## config.mk

```make
export PLATFORM = sky130hd
export DESIGN_NAME = imsk_top
export DESIGN_NICKNAME = d
export VERILOG_FILES = /design/src/design/imsk_pkg.sv /design/src/design/imsk_top.sv
export SDC_FILE = /design/constraint.sdc
export NUM_CORES = 1
export LEC_CHECK = 0
export BUFFER_PORTS_ARGS = -buffer_cell sky130_fd_sc_hd__buf_2
export CORE_AREA = 2 2 77 98
export CTS_BUF_LIST = sky130_fd_sc_hd__clkbuf_8
export DETAILED_ROUTE_END_ITERATION = 16
export DIE_AREA = 0 0 79 100
export PLACE_DENSITY_LB_ADDON = 0.08
export SYNTH_ARGS = -nofsm -noshare
export SYNTH_HDL_FRONTEND = slang
export SYNTH_SLANG_ARGS = --single-unit
```

## constraint.sdc

```tcl
create_clock -name sys_clk_i -period 1.7 [get_ports sys_clk_i]
set_input_delay 0.17 -clock sys_clk_i [delete_from_list [all_inputs] [get_ports sys_clk_i]]
set_output_delay 0.17 -clock sys_clk_i [all_outputs]
set_load 0.005 [all_outputs]
```

## src/design/imsk_pkg.sv

```systemverilog
/*
  package for the interrupt mask slice, bits 12 to 21.
  assumes one 50 MHz core clock, synchronous active-high reset.
*/
// Overview of operation
// RULE1: bit 21 gates circular buffer 15 overflow
// RULE2: bit 20 gates restricted sequence interrupt
// RULE3: bit 16 gates iir channel 1 done
// RULE4: bit 15 gates system event interrupt
// RULE5: self nesting keeps system event unmasked
// RULE6: preempted system event service becomes masked
// RULE7: bit 14 gates iir channel 0 done
// RULE8: bit 13 gates fir channel done
// RULE9: bit 12 gates hardware breakpoint
// RULE10: masked sources still latch, served later
// RULE11: mask bits align with latch bits
// RULE12: bits 17 to 19 reserved, read zero
`default_nettype none
package imsk_pkg;
  localparam int unsigned BIT_BKP   = 12;
  localparam int unsigned BIT_FIR   = 13;
  localparam int unsigned BIT_IIR0  = 14;
  localparam int unsigned BIT_SEV   = 15;
  localparam int unsigned BIT_IIR1  = 16;
  localparam int unsigned BIT_RSEQ  = 20;
  localparam int unsigned BIT_CB15  = 21;
  localparam logic [31:0] SLICE_MSK = 32'h0031F000;
  localparam logic [3:0] ADR_MASK   = 4'h0;
  localparam logic [3:0] ADR_LATCH  = 4'h1;
  localparam logic [3:0] ADR_MODE   = 4'h2;
  localparam logic [3:0] ADR_ISTAT  = 4'h3;
  localparam logic [3:0] ADR_IMSK   = 4'h4;
  localparam logic [31:0] RST_MASK  = 32'h00000000;
  localparam logic [1:0] RST_MODE   = 2'h0;
  localparam logic [31:0] RST_LATCH = 32'h00000000;
  localparam logic [31:0] RST_RDATA = 32'h00000000;
  localparam logic [1:0] RST_STAT   = 2'h0;

  typedef struct packed {
    logic [31:0] addr_unused_hi;
  } imsk_dummy_t;

  typedef struct packed {
    logic [3:0]  addr;
    logic [31:0] wdata;
    logic        wr;
    logic        rd;
  } imsk_bus_t;

  typedef enum logic [2:0] {
    SV_IDLE = 3'b001,
    SV_SERV = 3'b010,
    SV_PRE  = 3'b100
  } imsk_sev_t;
endpackage
`default_nettype wire

```

## src/design/imsk_top.sv

```systemverilog
/*
  mask slice bits 12..21 with latch, nesting handling and register port.
  assumes the sequencer reports service start/end of the system event
  and preemption by a higher source; strobes are one cycle wide.
*/
`default_nettype none
module imsk_top #(
  parameter int unsigned DW = 32
) (
  input  wire logic          sys_clk_i,
  input  wire logic          srst_i,
  input  wire logic [3:0]    addr_i,
  input  wire logic [DW-1:0] wdata_i,
  input  wire logic          wr_i,
  input  wire logic          rd_i,
  input  wire logic [DW-1:0] src_irq_i,
  input  wire logic          sev_svc_start_i,
  input  wire logic          sev_svc_end_i,
  input  wire logic          sev_preempt_i,
  input  wire logic [DW-1:0] ack_i,
  output logic      [DW-1:0] rdata_o,
  output logic      [DW-1:0] pending_o,
  output logic               sev_serving_o,
  output logic               irq_o
);
  imsk_pkg::imsk_bus_t bus;
  imsk_pkg::imsk_sev_t st_q, st_d;
  logic [DW-1:0] mask_q, mask_d, latch_q, latch_d, pend_q, pend_d, rd_q, rd_d;
  logic [DW-1:0] eff;
  logic [1:0]    mode_q, mode_d;
  logic [1:0]    ist_q, ist_d, iem_q, iem_d;
  logic          irq_q, irq_d, nest, self_ok;
  logic          serv_q, serv_d;

  function automatic logic hit(input logic [3:0] a, input logic [3:0] r);
    hit = (a == r);
  endfunction

  assign bus  = '{addr: addr_i, wdata: wdata_i, wr: wr_i, rd: rd_i};
  assign nest = mode_q[0] & mode_q[1];
  assign self_ok = nest & (st_q == imsk_pkg::SV_SERV);

  // system event service tracking
  always_comb
  begin
    st_d = st_q;
    case (st_q)
      imsk_pkg::SV_IDLE: if (sev_svc_start_i) st_d = imsk_pkg::SV_SERV;
      imsk_pkg::SV_SERV:
      begin
        if (sev_svc_end_i) st_d = imsk_pkg::SV_IDLE;
        else if (sev_preempt_i) st_d = imsk_pkg::SV_PRE; // RULE6
      end
      imsk_pkg::SV_PRE: if (sev_svc_end_i) st_d = imsk_pkg::SV_IDLE;
      default: st_d = imsk_pkg::SV_IDLE;
    endcase
    serv_d = (st_d != imsk_pkg::SV_IDLE);
  end

  // effective mask: during service only self nesting may reopen the event
  always_comb
  begin
    eff = mask_q & imsk_pkg::SLICE_MSK; // RULE1 RULE2 RULE3 RULE4 RULE7 RULE8 RULE9 RULE12
    if (st_q != imsk_pkg::SV_IDLE)
    begin
      eff = '0; // lower priority sources held off while serving
      eff[imsk_pkg::BIT_SEV] = self_ok & mask_q[imsk_pkg::BIT_SEV]; // RULE5 RULE6
    end
  end

  // registers; a hardware set beats a same-cycle clear
  always_comb
  begin
    mask_d = mask_q;
    mode_d = mode_q;
    iem_d  = iem_q;
    latch_d = latch_q & ~ack_i;
    if (bus.wr && hit(bus.addr, imsk_pkg::ADR_MASK))
      mask_d = bus.wdata & imsk_pkg::SLICE_MSK; // RULE12
    if (bus.wr && hit(bus.addr, imsk_pkg::ADR_LATCH))
      latch_d = latch_d & ~bus.wdata;
    if (bus.wr && hit(bus.addr, imsk_pkg::ADR_MODE))
      mode_d = bus.wdata[1:0];
    if (bus.wr && hit(bus.addr, imsk_pkg::ADR_IMSK))
      iem_d = bus.wdata[1:0];
    latch_d = (latch_d | src_irq_i) & imsk_pkg::SLICE_MSK; // RULE10 RULE11
    pend_d  = latch_d & eff; // RULE10
    ist_d = ist_q;
    if (bus.wr && hit(bus.addr, imsk_pkg::ADR_ISTAT))
      ist_d = ist_q & ~bus.wdata[1:0];
    ist_d = ist_d | {sev_preempt_i & (st_q == imsk_pkg::SV_SERV), |(src_irq_i & imsk_pkg::SLICE_MSK & ~mask_q)};
    irq_d = |(ist_d & iem_d);
    rd_d = '0;
    if (bus.rd)
      case (bus.addr)
        imsk_pkg::ADR_MASK:  rd_d = mask_q;
        imsk_pkg::ADR_LATCH: rd_d = latch_q;
        imsk_pkg::ADR_MODE:  rd_d = {28'h0000000, st_q == imsk_pkg::SV_PRE, st_q == imsk_pkg::SV_SERV, mode_q};
        imsk_pkg::ADR_ISTAT: rd_d = {30'h00000000, ist_q};
        imsk_pkg::ADR_IMSK:  rd_d = {30'h00000000, iem_q};
        default:             rd_d = '0;
      endcase
  end

  // service state; the serving flag has its own flop so the pin has no decode behind it
  always_ff @(posedge sys_clk_i)
  begin
    if (srst_i)
    begin
      st_q   <= imsk_pkg::SV_IDLE;
      serv_q <= 1'b0;
    end
    else
    begin
      st_q   <= st_d;
      serv_q <= serv_d;
    end
  end

  // software configuration
  always_ff @(posedge sys_clk_i)
  begin
    if (srst_i)
    begin
      mask_q <= imsk_pkg::RST_MASK;
      mode_q <= imsk_pkg::RST_MODE;
      iem_q  <= imsk_pkg::RST_STAT;
    end
    else
    begin
      mask_q <= mask_d;
      mode_q <= mode_d;
      iem_q  <= iem_d;
    end
  end

  // latch and its gated view
  always_ff @(posedge sys_clk_i)
  begin
    if (srst_i)
    begin
      latch_q <= imsk_pkg::RST_LATCH;
      pend_q  <= imsk_pkg::RST_LATCH;
    end
    else
    begin
      latch_q <= latch_d;
      pend_q  <= pend_d;
    end
  end

  // status flags and the interrupt line
  always_ff @(posedge sys_clk_i)
  begin
    if (srst_i)
    begin
      ist_q <= imsk_pkg::RST_STAT;
      irq_q <= 1'b0;
    end
    else
    begin
      ist_q <= ist_d;
      irq_q <= irq_d;
    end
  end

  // read data; zero outside the answer cycle
  always_ff @(posedge sys_clk_i)
  begin
    if (srst_i)
      rd_q <= imsk_pkg::RST_RDATA;
    else
      rd_q <= rd_d;
  end

  assign rdata_o       = rd_q;
  assign pending_o     = pend_q;
  assign sev_serving_o = serv_q;
  assign irq_o         = irq_q;

  // register access and reserved positions
  reserved_zero_a: assert property (@(posedge sys_clk_i) disable iff (srst_i) // RULE12
    (mask_q[19:17] == 3'h0) && (latch_q[19:17] == 3'h0))
    else $error("reserved bits set");
  reserved_read_a: assert property (@(posedge sys_clk_i) disable iff (srst_i) // RULE12
    (rd_i && addr_i == imsk_pkg::ADR_MASK) |=> rdata_o[19:17] == 3'h0)
    else $error("reserved bits read back");
  mask_write_a: assert property (@(posedge sys_clk_i) disable iff (srst_i) // RULE1
    (wr_i && addr_i == imsk_pkg::ADR_MASK) |=> mask_q == ($past(wdata_i) & imsk_pkg::SLICE_MSK))
    else $error("mask write lost");
  mask_read_a: assert property (@(posedge sys_clk_i) disable iff (srst_i) // RULE11
    (rd_i && addr_i == imsk_pkg::ADR_MASK) |=> rdata_o == $past(mask_q))
    else $error("mask read wrong");
  latch_read_a: assert property (@(posedge sys_clk_i) disable iff (srst_i) // RULE11
    (rd_i && addr_i == imsk_pkg::ADR_LATCH) |=> rdata_o == $past(latch_q))
    else $error("latch read wrong");
  mode_read_a: assert property (@(posedge sys_clk_i) disable iff (srst_i) // RULE5
    (rd_i && addr_i == imsk_pkg::ADR_MODE) |=> rdata_o[1:0] == $past(mode_q))
    else $error("mode read wrong");

  // a clear mask bit keeps its source off the pending lines
  cb15_gate_a: assert property (@(posedge sys_clk_i) disable iff (srst_i) // RULE1
    !mask_q[imsk_pkg::BIT_CB15] |=> !pending_o[imsk_pkg::BIT_CB15])
    else $error("overflow source pending while masked");
  gate_closed_a: assert property (@(posedge sys_clk_i) disable iff (srst_i) // RULE2
    !mask_q[imsk_pkg::BIT_RSEQ] |=> !pending_o[imsk_pkg::BIT_RSEQ] || $past(wr_i))
    else $error("masked source pending");
  iir1_gate_a: assert property (@(posedge sys_clk_i) disable iff (srst_i) // RULE3
    !mask_q[imsk_pkg::BIT_IIR1] |=> !pending_o[imsk_pkg::BIT_IIR1])
    else $error("iir channel 1 pending while masked");
  sev_gate_a: assert property (@(posedge sys_clk_i) disable iff (srst_i) // RULE4
    !mask_q[imsk_pkg::BIT_SEV] |=> !pending_o[imsk_pkg::BIT_SEV])
    else $error("system event pending while masked");
  iir0_gate_a: assert property (@(posedge sys_clk_i) disable iff (srst_i) // RULE7
    !mask_q[imsk_pkg::BIT_IIR0] |=> !pending_o[imsk_pkg::BIT_IIR0])
    else $error("iir channel 0 pending while masked");
  fir_gate_a: assert property (@(posedge sys_clk_i) disable iff (srst_i) // RULE8
    !mask_q[imsk_pkg::BIT_FIR] |=> !pending_o[imsk_pkg::BIT_FIR])
    else $error("fir channel pending while masked");
  bkp_gate_a: assert property (@(posedge sys_clk_i) disable iff (srst_i) // RULE9
    !mask_q[imsk_pkg::BIT_BKP] |=> !pending_o[imsk_pkg::BIT_BKP])
    else $error("breakpoint pending while masked");

  // a set mask bit passes a fresh or latched request while no event is in service
  cb15_open_a: assert property (@(posedge sys_clk_i) disable iff (srst_i) // RULE1
    (st_q == imsk_pkg::SV_IDLE && src_irq_i[imsk_pkg::BIT_CB15] && mask_q[imsk_pkg::BIT_CB15])
    |=> pending_o[imsk_pkg::BIT_CB15]) else $error("overflow source blocked while unmasked");
  rseq_open_a: assert property (@(posedge sys_clk_i) disable iff (srst_i) // RULE2
    (st_q == imsk_pkg::SV_IDLE && src_irq_i[imsk_pkg::BIT_RSEQ] && mask_q[imsk_pkg::BIT_RSEQ])
    |=> pending_o[imsk_pkg::BIT_RSEQ]) else $error("sequence source blocked while unmasked");
  iir1_open_a: assert property (@(posedge sys_clk_i) disable iff (srst_i) // RULE3
    (st_q == imsk_pkg::SV_IDLE && src_irq_i[imsk_pkg::BIT_IIR1] && mask_q[imsk_pkg::BIT_IIR1])
    |=> pending_o[imsk_pkg::BIT_IIR1]) else $error("iir channel 1 blocked while unmasked");
  sev_open_a: assert property (@(posedge sys_clk_i) disable iff (srst_i) // RULE4
    (st_q == imsk_pkg::SV_IDLE && src_irq_i[imsk_pkg::BIT_SEV] && mask_q[imsk_pkg::BIT_SEV])
    |=> pending_o[imsk_pkg::BIT_SEV]) else $error("system event blocked while unmasked");
  iir0_open_a: assert property (@(posedge sys_clk_i) disable iff (srst_i) // RULE7
    (st_q == imsk_pkg::SV_IDLE && src_irq_i[imsk_pkg::BIT_IIR0] && mask_q[imsk_pkg::BIT_IIR0])
    |=> pending_o[imsk_pkg::BIT_IIR0]) else $error("iir channel 0 blocked while unmasked");
  unmask_pend_a: assert property (@(posedge sys_clk_i) disable iff (srst_i) // RULE8
    (st_q == imsk_pkg::SV_IDLE && latch_q[imsk_pkg::BIT_FIR] && mask_q[imsk_pkg::BIT_FIR]
     && !ack_i[imsk_pkg::BIT_FIR] && !wr_i) |=> pending_o[imsk_pkg::BIT_FIR]) else $error("no pending");
  bkp_open_a: assert property (@(posedge sys_clk_i) disable iff (srst_i) // RULE9
    (st_q == imsk_pkg::SV_IDLE && src_irq_i[imsk_pkg::BIT_BKP] && mask_q[imsk_pkg::BIT_BKP])
    |=> pending_o[imsk_pkg::BIT_BKP]) else $error("breakpoint blocked while unmasked");

  // latch keeps masked requests until acknowledged or cleared
  masked_latch_a: assert property (@(posedge sys_clk_i) disable iff (srst_i) // RULE10
    (src_irq_i[imsk_pkg::BIT_BKP] && !mask_q[imsk_pkg::BIT_BKP]) |=> latch_q[imsk_pkg::BIT_BKP])
    else $error("masked source not latched");
  cb15_latch_a: assert property (@(posedge sys_clk_i) disable iff (srst_i) // RULE10
    (src_irq_i[imsk_pkg::BIT_CB15] && !mask_q[imsk_pkg::BIT_CB15]) |=> latch_q[imsk_pkg::BIT_CB15])
    else $error("masked overflow not latched");
  sev_latch_a: assert property (@(posedge sys_clk_i) disable iff (srst_i) // RULE10
    (src_irq_i[imsk_pkg::BIT_SEV] && !mask_q[imsk_pkg::BIT_SEV]) |=> latch_q[imsk_pkg::BIT_SEV])
    else $error("masked system event not latched");
  rseq_latch_a: assert property (@(posedge sys_clk_i) disable iff (srst_i) // RULE10
    (src_irq_i[imsk_pkg::BIT_RSEQ] && !mask_q[imsk_pkg::BIT_RSEQ]) |=> latch_q[imsk_pkg::BIT_RSEQ])
    else $error("masked sequence source not latched");
  iir0_latch_a: assert property (@(posedge sys_clk_i) disable iff (srst_i) // RULE10
    (src_irq_i[imsk_pkg::BIT_IIR0] && !mask_q[imsk_pkg::BIT_IIR0]) |=> latch_q[imsk_pkg::BIT_IIR0])
    else $error("masked iir channel 0 not latched");
  latch_hold_a: assert property (@(posedge sys_clk_i) disable iff (srst_i) // RULE10
    (latch_q[imsk_pkg::BIT_BKP] && !ack_i[imsk_pkg::BIT_BKP] && !wr_i) |=> latch_q[imsk_pkg::BIT_BKP])
    else $error("latched request lost");
  ack_clear_a: assert property (@(posedge sys_clk_i) disable iff (srst_i) // RULE10
    (ack_i[imsk_pkg::BIT_FIR] && !src_irq_i[imsk_pkg::BIT_FIR]) |=> !latch_q[imsk_pkg::BIT_FIR])
    else $error("acknowledge did not clear");
  pend_align_a: assert property (@(posedge sys_clk_i) disable iff (srst_i) // RULE11
    (pending_o & ~latch_q) == '0)
    else $error("pending bit without latch bit");
  status_set_a: assert property (@(posedge sys_clk_i) disable iff (srst_i) // RULE10
    (src_irq_i[imsk_pkg::BIT_BKP] && !mask_q[imsk_pkg::BIT_BKP]) |=> ist_q[0])
    else $error("masked arrival not flagged");
  irq_level_a: assert property (@(posedge sys_clk_i) disable iff (srst_i) // RULE10
    irq_o == |(ist_q & iem_q))
    else $error("interrupt line disagrees with status");

  // system event service; lower sources wait because priority lives outside
  self_nest_a: assert property (@(posedge sys_clk_i) disable iff (srst_i) // RULE5
    (self_ok && mask_q[imsk_pkg::BIT_SEV] && latch_d[imsk_pkg::BIT_SEV]) |=> pending_o[imsk_pkg::BIT_SEV])
    else $error("self nest blocked");
  nest_off_a: assert property (@(posedge sys_clk_i) disable iff (srst_i) // RULE5
    (st_q != imsk_pkg::SV_IDLE && !nest) |=> !pending_o[imsk_pkg::BIT_SEV])
    else $error("system event reopened without nesting");
  preempt_mask_a: assert property (@(posedge sys_clk_i) disable iff (srst_i) // RULE6
    (st_q == imsk_pkg::SV_PRE) |=> !pending_o[imsk_pkg::BIT_SEV])
    else $error("preempted event open");
  preempt_enter_a: assert property (@(posedge sys_clk_i) disable iff (srst_i) // RULE6
    (st_q == imsk_pkg::SV_SERV && sev_preempt_i && !sev_svc_end_i) |=> st_q == imsk_pkg::SV_PRE)
    else $error("preemption not taken");
  lower_hold_a: assert property (@(posedge sys_clk_i) disable iff (srst_i) // RULE5
    (st_q != imsk_pkg::SV_IDLE) |=> (pending_o[imsk_pkg::BIT_CB15] == 1'b0) || $past(st_q) == imsk_pkg::SV_IDLE)
    else $error("lower source open in service");
  lower_fir_a: assert property (@(posedge sys_clk_i) disable iff (srst_i) // RULE5
    (st_q != imsk_pkg::SV_IDLE) |=> !pending_o[imsk_pkg::BIT_FIR])
    else $error("fir channel open in service");
  lower_bkp_a: assert property (@(posedge sys_clk_i) disable iff (srst_i) // RULE5
    (st_q != imsk_pkg::SV_IDLE) |=> !pending_o[imsk_pkg::BIT_BKP])
    else $error("breakpoint open in service");
  serving_flag_a: assert property (@(posedge sys_clk_i) disable iff (srst_i) // RULE6
    (st_q == imsk_pkg::SV_PRE && !sev_svc_end_i) |=> sev_serving_o)
    else $error("serving flag dropped while preempted");
  state_onehot_a: assert property (@(posedge sys_clk_i) disable iff (srst_i) // RULE6
    $onehot(st_q))
    else $error("service state not one-hot");
endmodule
`default_nettype wire

```

=== Word level (Yosys, flattened, before mapping) ===
Index checks and enable logic that the tools add are counted.

* Bits in registers: 89
* Input port bits: 107

* Multiplexer cells: 10
* Bitwise operators: 17
* Equal/unequal tests: 9
* Reductions and logical operators: 9

{| class="wikitable"
|+ Operators with widths
! operator !! count
|-
| 22-bit case mux with 5 select lines || 1
|-
| 22-bit by 32-bit AND with 32-bit output || 2
|-
| 22-bit AND || 2
|-
| 22-bit 2-to-1 mux || 2
|-
| 22-bit NOT || 2
|-
| 22-bit NOT with 32-bit output || 1
|-
| 32-bit OR reduction || 1
|-
| 22-bit OR || 1
|-
| 3-bit 2-to-1 mux || 4
|-
| 3-bit case mux with 3 select lines || 1
|-
| 4-bit by 2-bit equality test with 1-bit output (second input constant) || 2
|-
| 3-bit by 1-bit != test with 1-bit output (second input constant) || 2
|-
| 1-bit logical AND || 5
|-
| 1-bit AND || 4
|-
| 2-bit AND || 2
|-
| 4-bit by 1-bit equality test with 1-bit output (second input constant) || 1
|-
| 4-bit by 3-bit equality test with 1-bit output (second input constant) || 1
|-
| 4-bit zero test || 1
|-
| 2-bit 2-to-1 mux || 2
|-
| 2-bit OR reduction || 2
|-
| 3-bit by 1-bit equality test with 1-bit output (second input constant) || 1
|-
| 3-bit by 2-bit equality test with 1-bit output (second input constant) || 1
|-
| 3-bit equality test (second input constant) || 1
|-
| 2-bit NOT || 1
|-
| other kinds (2) || 2
|}

=== Longest topological paths before layout ===
Gate-level depths: netlist of the first run.

* Word-level depth: 6
* Gate-level depth with buffers: 5
* Mapped depth without buffers: 4

=== Worst setup path before layout of the first run ===
OpenSTA, ideal clock, no wires.

* Path kind: register to register
* From: register st_q[0]
* To: register st_q[0]
* Data required time: 1.580 ns
* Setup time: 0.120 ns
* Path buffers: 0
* Arrival time: 1.106 ns
* Slack: 0.474 ns
* Clock period less this slack: 1.226 ns
* Stages on the path, launching flop included: 5
* Path through: dfxtp_1 > or3b_1 > a21oi_1 > nor2_1 > or2_1

* Word-level cells in the longest chain between the ends: 3
* Elaborated cells on any way between the ends: 8

{| class="wikitable"
|+ Ends and longest elaborated chain
! what !! RTL line !! source
|-
| start, declared || imsk_top.sv:27 || <nowiki>imsk_pkg::imsk_sev_t st_q, st_d;</nowiki>
|-
| start signal, assigned || imsk_top.sv:110 || <nowiki>st_q <= imsk_pkg::SV_IDLE;</nowiki>
|-
| start signal, assigned || imsk_top.sv:115 || <nowiki>st_q <= st_d;</nowiki>
|-
| 3-bit 2-to-1 mux || imsk_top.sv:52 || <nowiki>else if (sev_preempt_i) st_d = imsk_pkg::SV_PRE;</nowiki>
|-
| 3-bit 2-to-1 mux || imsk_top.sv:51 || <nowiki>if (sev_svc_end_i) st_d = imsk_pkg::SV_IDLE;</nowiki>
|-
| 3-bit case mux with 3 select lines (*) || imsk_top.sv:47 || <nowiki>case (st_q)</nowiki>
|}

Mark *: on every way between the ends. The rest lies on a longest branch, timed or not.
A chain may end at the register's enable or synchronous reset.

=== Worst setup path after layout of the first run ===
* From: register mask_q[13]
* To: register irq_q, in the netlist irq_o

* Word-level cells in the longest chain between the ends: 6

{| class="wikitable"
|+ Ends and longest elaborated chain
! what !! RTL line !! source
|-
| start, declared || imsk_top.sv:28 || <nowiki>logic [DW-1:0] mask_q, mask_d, latch_q, latch_d, pend_q, pend_d, rd_q, rd_d;</nowiki>
|-
| start signal, assigned || imsk_top.sv:125 || <nowiki>mask_q <= imsk_pkg::RST_MASK;</nowiki>
|-
| start signal, assigned || imsk_top.sv:131 || <nowiki>mask_q <= mask_d;</nowiki>
|-
| 22-bit NOT with 32-bit output || imsk_top.sv:91 || <nowiki>ist_d = ist_d | {sev_preempt_i & (st_q == imsk_pkg::SV_SERV), |(src_irq_i & imsk_pkg::SLICE_MSK & ~mask_q)};</nowiki>
|-
| 22-bit by 32-bit AND with 32-bit output || imsk_top.sv:91 ||
|-
| 32-bit OR reduction || imsk_top.sv:91 ||
|-
| 2-bit OR || imsk_top.sv:91 ||
|-
| 2-bit AND || imsk_top.sv:92 || <nowiki>irq_d = |(ist_d & iem_d);</nowiki>
|-
| 2-bit OR reduction || imsk_top.sv:92 ||
|-
| end signal, assigned || imsk_top.sv:163 || <nowiki>irq_q <= irq_d;</nowiki>
|-
| end, declared || imsk_top.sv:32 || <nowiki>logic irq_q, irq_d, nest, self_ok;</nowiki>
|}

No other way between the ends.

==> out/results.txt, run 1 <==
layout cell share with drive strength beyond 1 - 23.6%
CP Max Fanout - 4
Mapped Avg Cell Area - 8.45 um2
TritonRoute pass-1 iters - 4
All-Layer GR Usage - 12.4%
Peak VDD IR - 0.253 mV
vias in the first global route - 1583
number of synthesized register bits - 43
Fmax achieved - 686 MHz
cell count after synthesis - 242
port bufs - 53
final WL - 4.71 mm
Critical Path RT - 1.88 ns
largest net degree at the start of global routing - 21
Layout Skew - 0.00815 ns
top post-synthesis cells by count - 46 x buf_4, 43 x dfxtp_1, 26 x nand2_1
Root Driver - clkbuf_8
CTS sink cnt - 43
Setup Fix Bufs, Post-CTS - 0
endpoints failing setup - 0
Yosys cell types - 32
Area contributors post-synth - dfxtp_1 42%, buf_4 17%, nand2_1 4.8%, nand3_1 4.4%, a21oi_1 3.7%
final hold violations - 0
setup_tns - 0 ns
Clock transition at path regs - 0.08 ns
crit end category - flop
Starting Density - 28.8%
WL/cell - 12.0 um
routability congestion estimate - 0.729
Hold WC Path Type - primary input to flop
Vias/cell - 4.34
Leakage - 0.00102 uW
dpl ws - 0.178 ns
first-pass GRT wire length - 7.60 mm
critical path class - flop to flop
Area Overhead vs Synth - 16.0%
Antenna Diode Count - 0
Synth Warn # - 0
# hold bufs at CTS - 0
drt initial violations - 60
antenna violations before repair - 0
period utilisation layout - 85.8%
Bufs on Longest Clock Path - 2
die height - 100 um
PwrDens - 804 mW/mm2
Slew HR - 67.0%
Min Hold Slack - 0.0896 ns
Cell Rows - 35
die area - 0.00790 mm2
share of the synthesized area in the top cell type - 42.1%
total gr overflow - 0
Setup crit start kind - flop
Die Width - 79 um
Worst-Skew Late Latency - 0.29 ns
drt drc - 0
Post-synth EDFFs - 0
Core Util, Final - 33.5%
sequential area share after synthesis - 42.1%
worst setup margin - 0.242 ns
top_reg_cell synth - dfxtp_1
mapped cell area - 0.00205 mm2
H-tree depth - 2
RSZ-0062 raised after global routing - false
via total after detailed routing - 1707
maxcap violations - 0
most frequent cell after synthesis - buf_4
total core area - 0.00709 mm2
CTS tree - yes
HPWL Detailed - 3.62 mm
Top Ports - 173
Critical Path AT - 1.64 ns
Slew Limit Fails - 0
Worst-Margin Slew - 0.483 ns
status - complete, no violations
post-cts repair resize count - 0
Routed Antenna Nets - 0
cts bufs inserted - 5
Total Nets Final - 408
Synth async-reset ratio - 0%
Final min period - 1.46 ns
post-synth top area cell - dfxtp_1
## cell usage in the layout (no fill, tap or decap), types with 6 or more instances in the layout
master,Yosys,routed
nand2_1,26,26
a31oi_1,9,9
inv_1,12,12
a21oi_1,15,15
a22oi_1,9,9
buf_2,2,53
buf_4,46,6
dfxtp_1,43,43
nand3_1,18,18
nor3_1,10,10
clkbuf_8,0,6
nor2_1,16,16
conb_1,1,46
## state kept, by name (all words and copies together), names as in the netlist
signal	flops
irq_o	1
iem_q	2
ist_q	2
pending_o	7
rdata_o	11
mode_q	2
latch_q	7
sev_serving_o	1
mask_q	7
st_q	3
## critical path, stage by stage (launching register included)
cell	delay (ns)
dfxtp_1	0.37
nor2b_1	0.06
a2111oi_0	0.48
a31oi_1	0.19
a22o_1	0.24
## cells by family (layout without fill, tap and decap cells)
kind of cell    Yosys count  count (layout)  synth area share (%)
buf+inv                  65              79                  20.5
flops                    43              43                  42.1
other cells               1              46                 0.183
compound gates           43              43                  13.1
simple gates             90              90                  24.2
## through the flow
step	power, uW	cell area, um2	instances
floorplan	1240	2210	287
global placement	1270	2290	386
detailed placement	1270	2290	386
CTS	1940	2370	393
global route	2020	2370	393
finish	1910	2370	393
## cell type report
class	instances	area, um2
fillers	787	4720
multi-input cells	179	935
flip-flops and latches	43	861
repair buffers	60	330
well taps	92	115
clock buffers	6	82.6
inverters	12	45.0
clock inverters	1	5.00
## worst paths after layout
kind,startpoint,end,slack [ns],cells after the start
setup / recovery,mask_q[13],irq_o,0.24,4
hold / removal,sev_svc_end_i,st_q[2],0.09,2
setup reg to reg,mask_q[13],irq_o,0.24,4
hold reg to reg,mask_q[20],pending_o[20],0.46,2
## metal layers
metal	part of all wire (%)	routed length, um	global-route usage (%)	vias to the layer above
met1	44	2080	15.4	780
met5	0	0	0	-
met3	7.3	345	2.97	6
met2	47	2200	20.5	68
li1	-	-	-	853
met4	1.8	85	5.17	0
## where the power goes
| part | internal [uW] | switching [uW] |
|---|---|---|
| clock network | 319 | 341 |
| logic | 76.5 | 127 |
| registers | 1030 | 15.6 |
Power figures use the tool's default switching activity.
==> run 2: changes to the inputs <==
Settings changed: CORE_AREA 2 2 77 98 to 2 2 86 88, DIE_AREA 0 0 79 100 to 0 0 88 90.
==> out/results.txt, run 2 (same netlist as run 1, synthesis figures left out) <==
Hold WC Path Type - primary input to flop
Worst-Skew Late Latency - 0.29 ns
period utilisation layout - 86.8%
die area - 0.00792 mm2
most frequent cells in the layout - 53 x buf_2, 46 x conb_1, 43 x dfxtp_1
Bufs on Longest Clock Path - 2
via total after detailed routing - 1701
RSZ-0062 raised after global routing - false
crit end category - flop
CP cell instances - nor2b_1, a2111oi_0, buf_4, a31oi_1, a22o_1
Cell Rows - 31
Routed Antenna Nets - 0
Clock transition at path regs - 0.08 ns
worst stage delay on the critical path - 0.39 ns
max reg flops - 11
PwrDens - 856 mW/mm2
largest net degree at the start of global routing - 19
die height - 90 um
Root Driver - clkbuf_8
H-tree depth - 2
layout cell share with drive strength beyond 1 - 24.6%
HPWL Detailed - 3.48 mm
Fmax achieved - 678 MHz
drt drc - 0
Critical Path RT - 1.89 ns
most common cell after layout, fill and taps aside - buf_2
Layout Skew - 0.00569 ns
Top Ports - 173
All-Layer GR Usage - 12.0%
antenna violations before repair - 0
final hold violations - 0
routability congestion estimate - 0.725
post-cts repair resize count - 0
total gr overflow - 0
Die Width - 88 um
Setup crit start kind - flop
Peak VDD IR - 0.265 mV
Leakage - 0.00105 uW
CP Max Fanout - 4
Setup Fix Bufs, Post-CTS - 0
total core area - 0.00702 mm2
Vias/cell - 4.21
Worst path top cell family by delay - compound AO/OA/AOI/OAI gates
Antenna Diode Count - 0
WL/cell - 11.5 um
Area Overhead vs Synth - 18.4%
TritonRoute pass-1 iters - 4
CTS sink cnt - 43
final WL - 4.65 mm
critical path class - flop to flop
Slowest-stage cell, CP - a2111oi_0
vias in the first global route - 1528
Slew Limit Fails - 0
Final min period - 1.48 ns
setup_tns - 0 ns
drt initial violations - 50
# hold bufs at CTS - 0
Critical Path AT - 1.66 ns
endpoints failing setup - 0
Starting Density - 29.1%
port bufs - 53
Buf/Inv on CP - 1
first-pass GRT wire length - 7.51 mm
Total Nets Final - 411
maxcap violations - 0
cts bufs inserted - 5
Power Total - 2070 uW
CTS tree - yes
status - complete, no violations
-- run 2: cell types whose count changed in the layout (fill, tap and decap cells not counted), sizes merged --
cell / previous run / this run
bufinv: 0 / 1
buf: 60 / 63
-- run 2: path summary, 6_finish.rpt --
path | from | slack, ns | cells after the start | endpoint
setup / recovery | mask_q[16] | 0.22 | 5 | irq_o
hold / removal | sev_svc_end_i | 0.08 | 2 | st_q[2]
setup reg to reg | mask_q[16] | 0.22 | 5 | irq_o
hold reg to reg | mask_q[16] | 0.48 | 2 | pending_o[16]
-- run 2: power breakdown --
group	internal [uW]	switching, uW
combinational	75.6	127
clock	476	352
sequential	1030	14.7
-- run 2: worst register-to-register path: cells and delay by family, from the launching register on --
kind                   cells  cell delay [ns]
AOI/OAI and AO/OA          3             0.76
DFF                        1             0.38
and+or+nand+nor            1             0.06
buffers and inverters      1             0.18
-- run 2: layout make-up --
cell class              instances  area [um2]
clock buffers                   6        82.6
clock inverters                 2        35.0
fillers                       790        4600
inverters                      12        45.0
multi-input cells             179         935
flip-flops and latches         43         861
well taps                      99         124
repair buffers                 63         340
-- run 2: metal layers --
metal,track usage (%),part of all wire [%],vias to the layer above
met5,0,0,-
met4,3.85,1.4,0
met3,3.12,6.7,6
met2,17.7,45,65
met1,16.9,47,766
li1,-,-,864
-- run 2: per-stage QoR --
| step | instance area, um2 | util, % | setup slack [ns] | instances | hold WS, ns |
|---|---|---|---|---|---|
| 2_1_floorplan | 2210 | - | 0.474 | 287 | 0.251 |
| 3_3_place_gp | 2300 | 32.8 | 0.127 | 396 | 0.389 |
| 3_5_place_dp | 2300 | 32.8 | 0.168 | 396 | 0.385 |
| 4_1_cts | 2420 | 34.5 | 0.160 | 404 | 0.0701 |
| 5_1_grt | 2420 | 34.5 | 0.0835 | 404 | 0.0602 |
| 6_report | 2420 | 34.5 | 0.225 | 404 | 0.0761 |
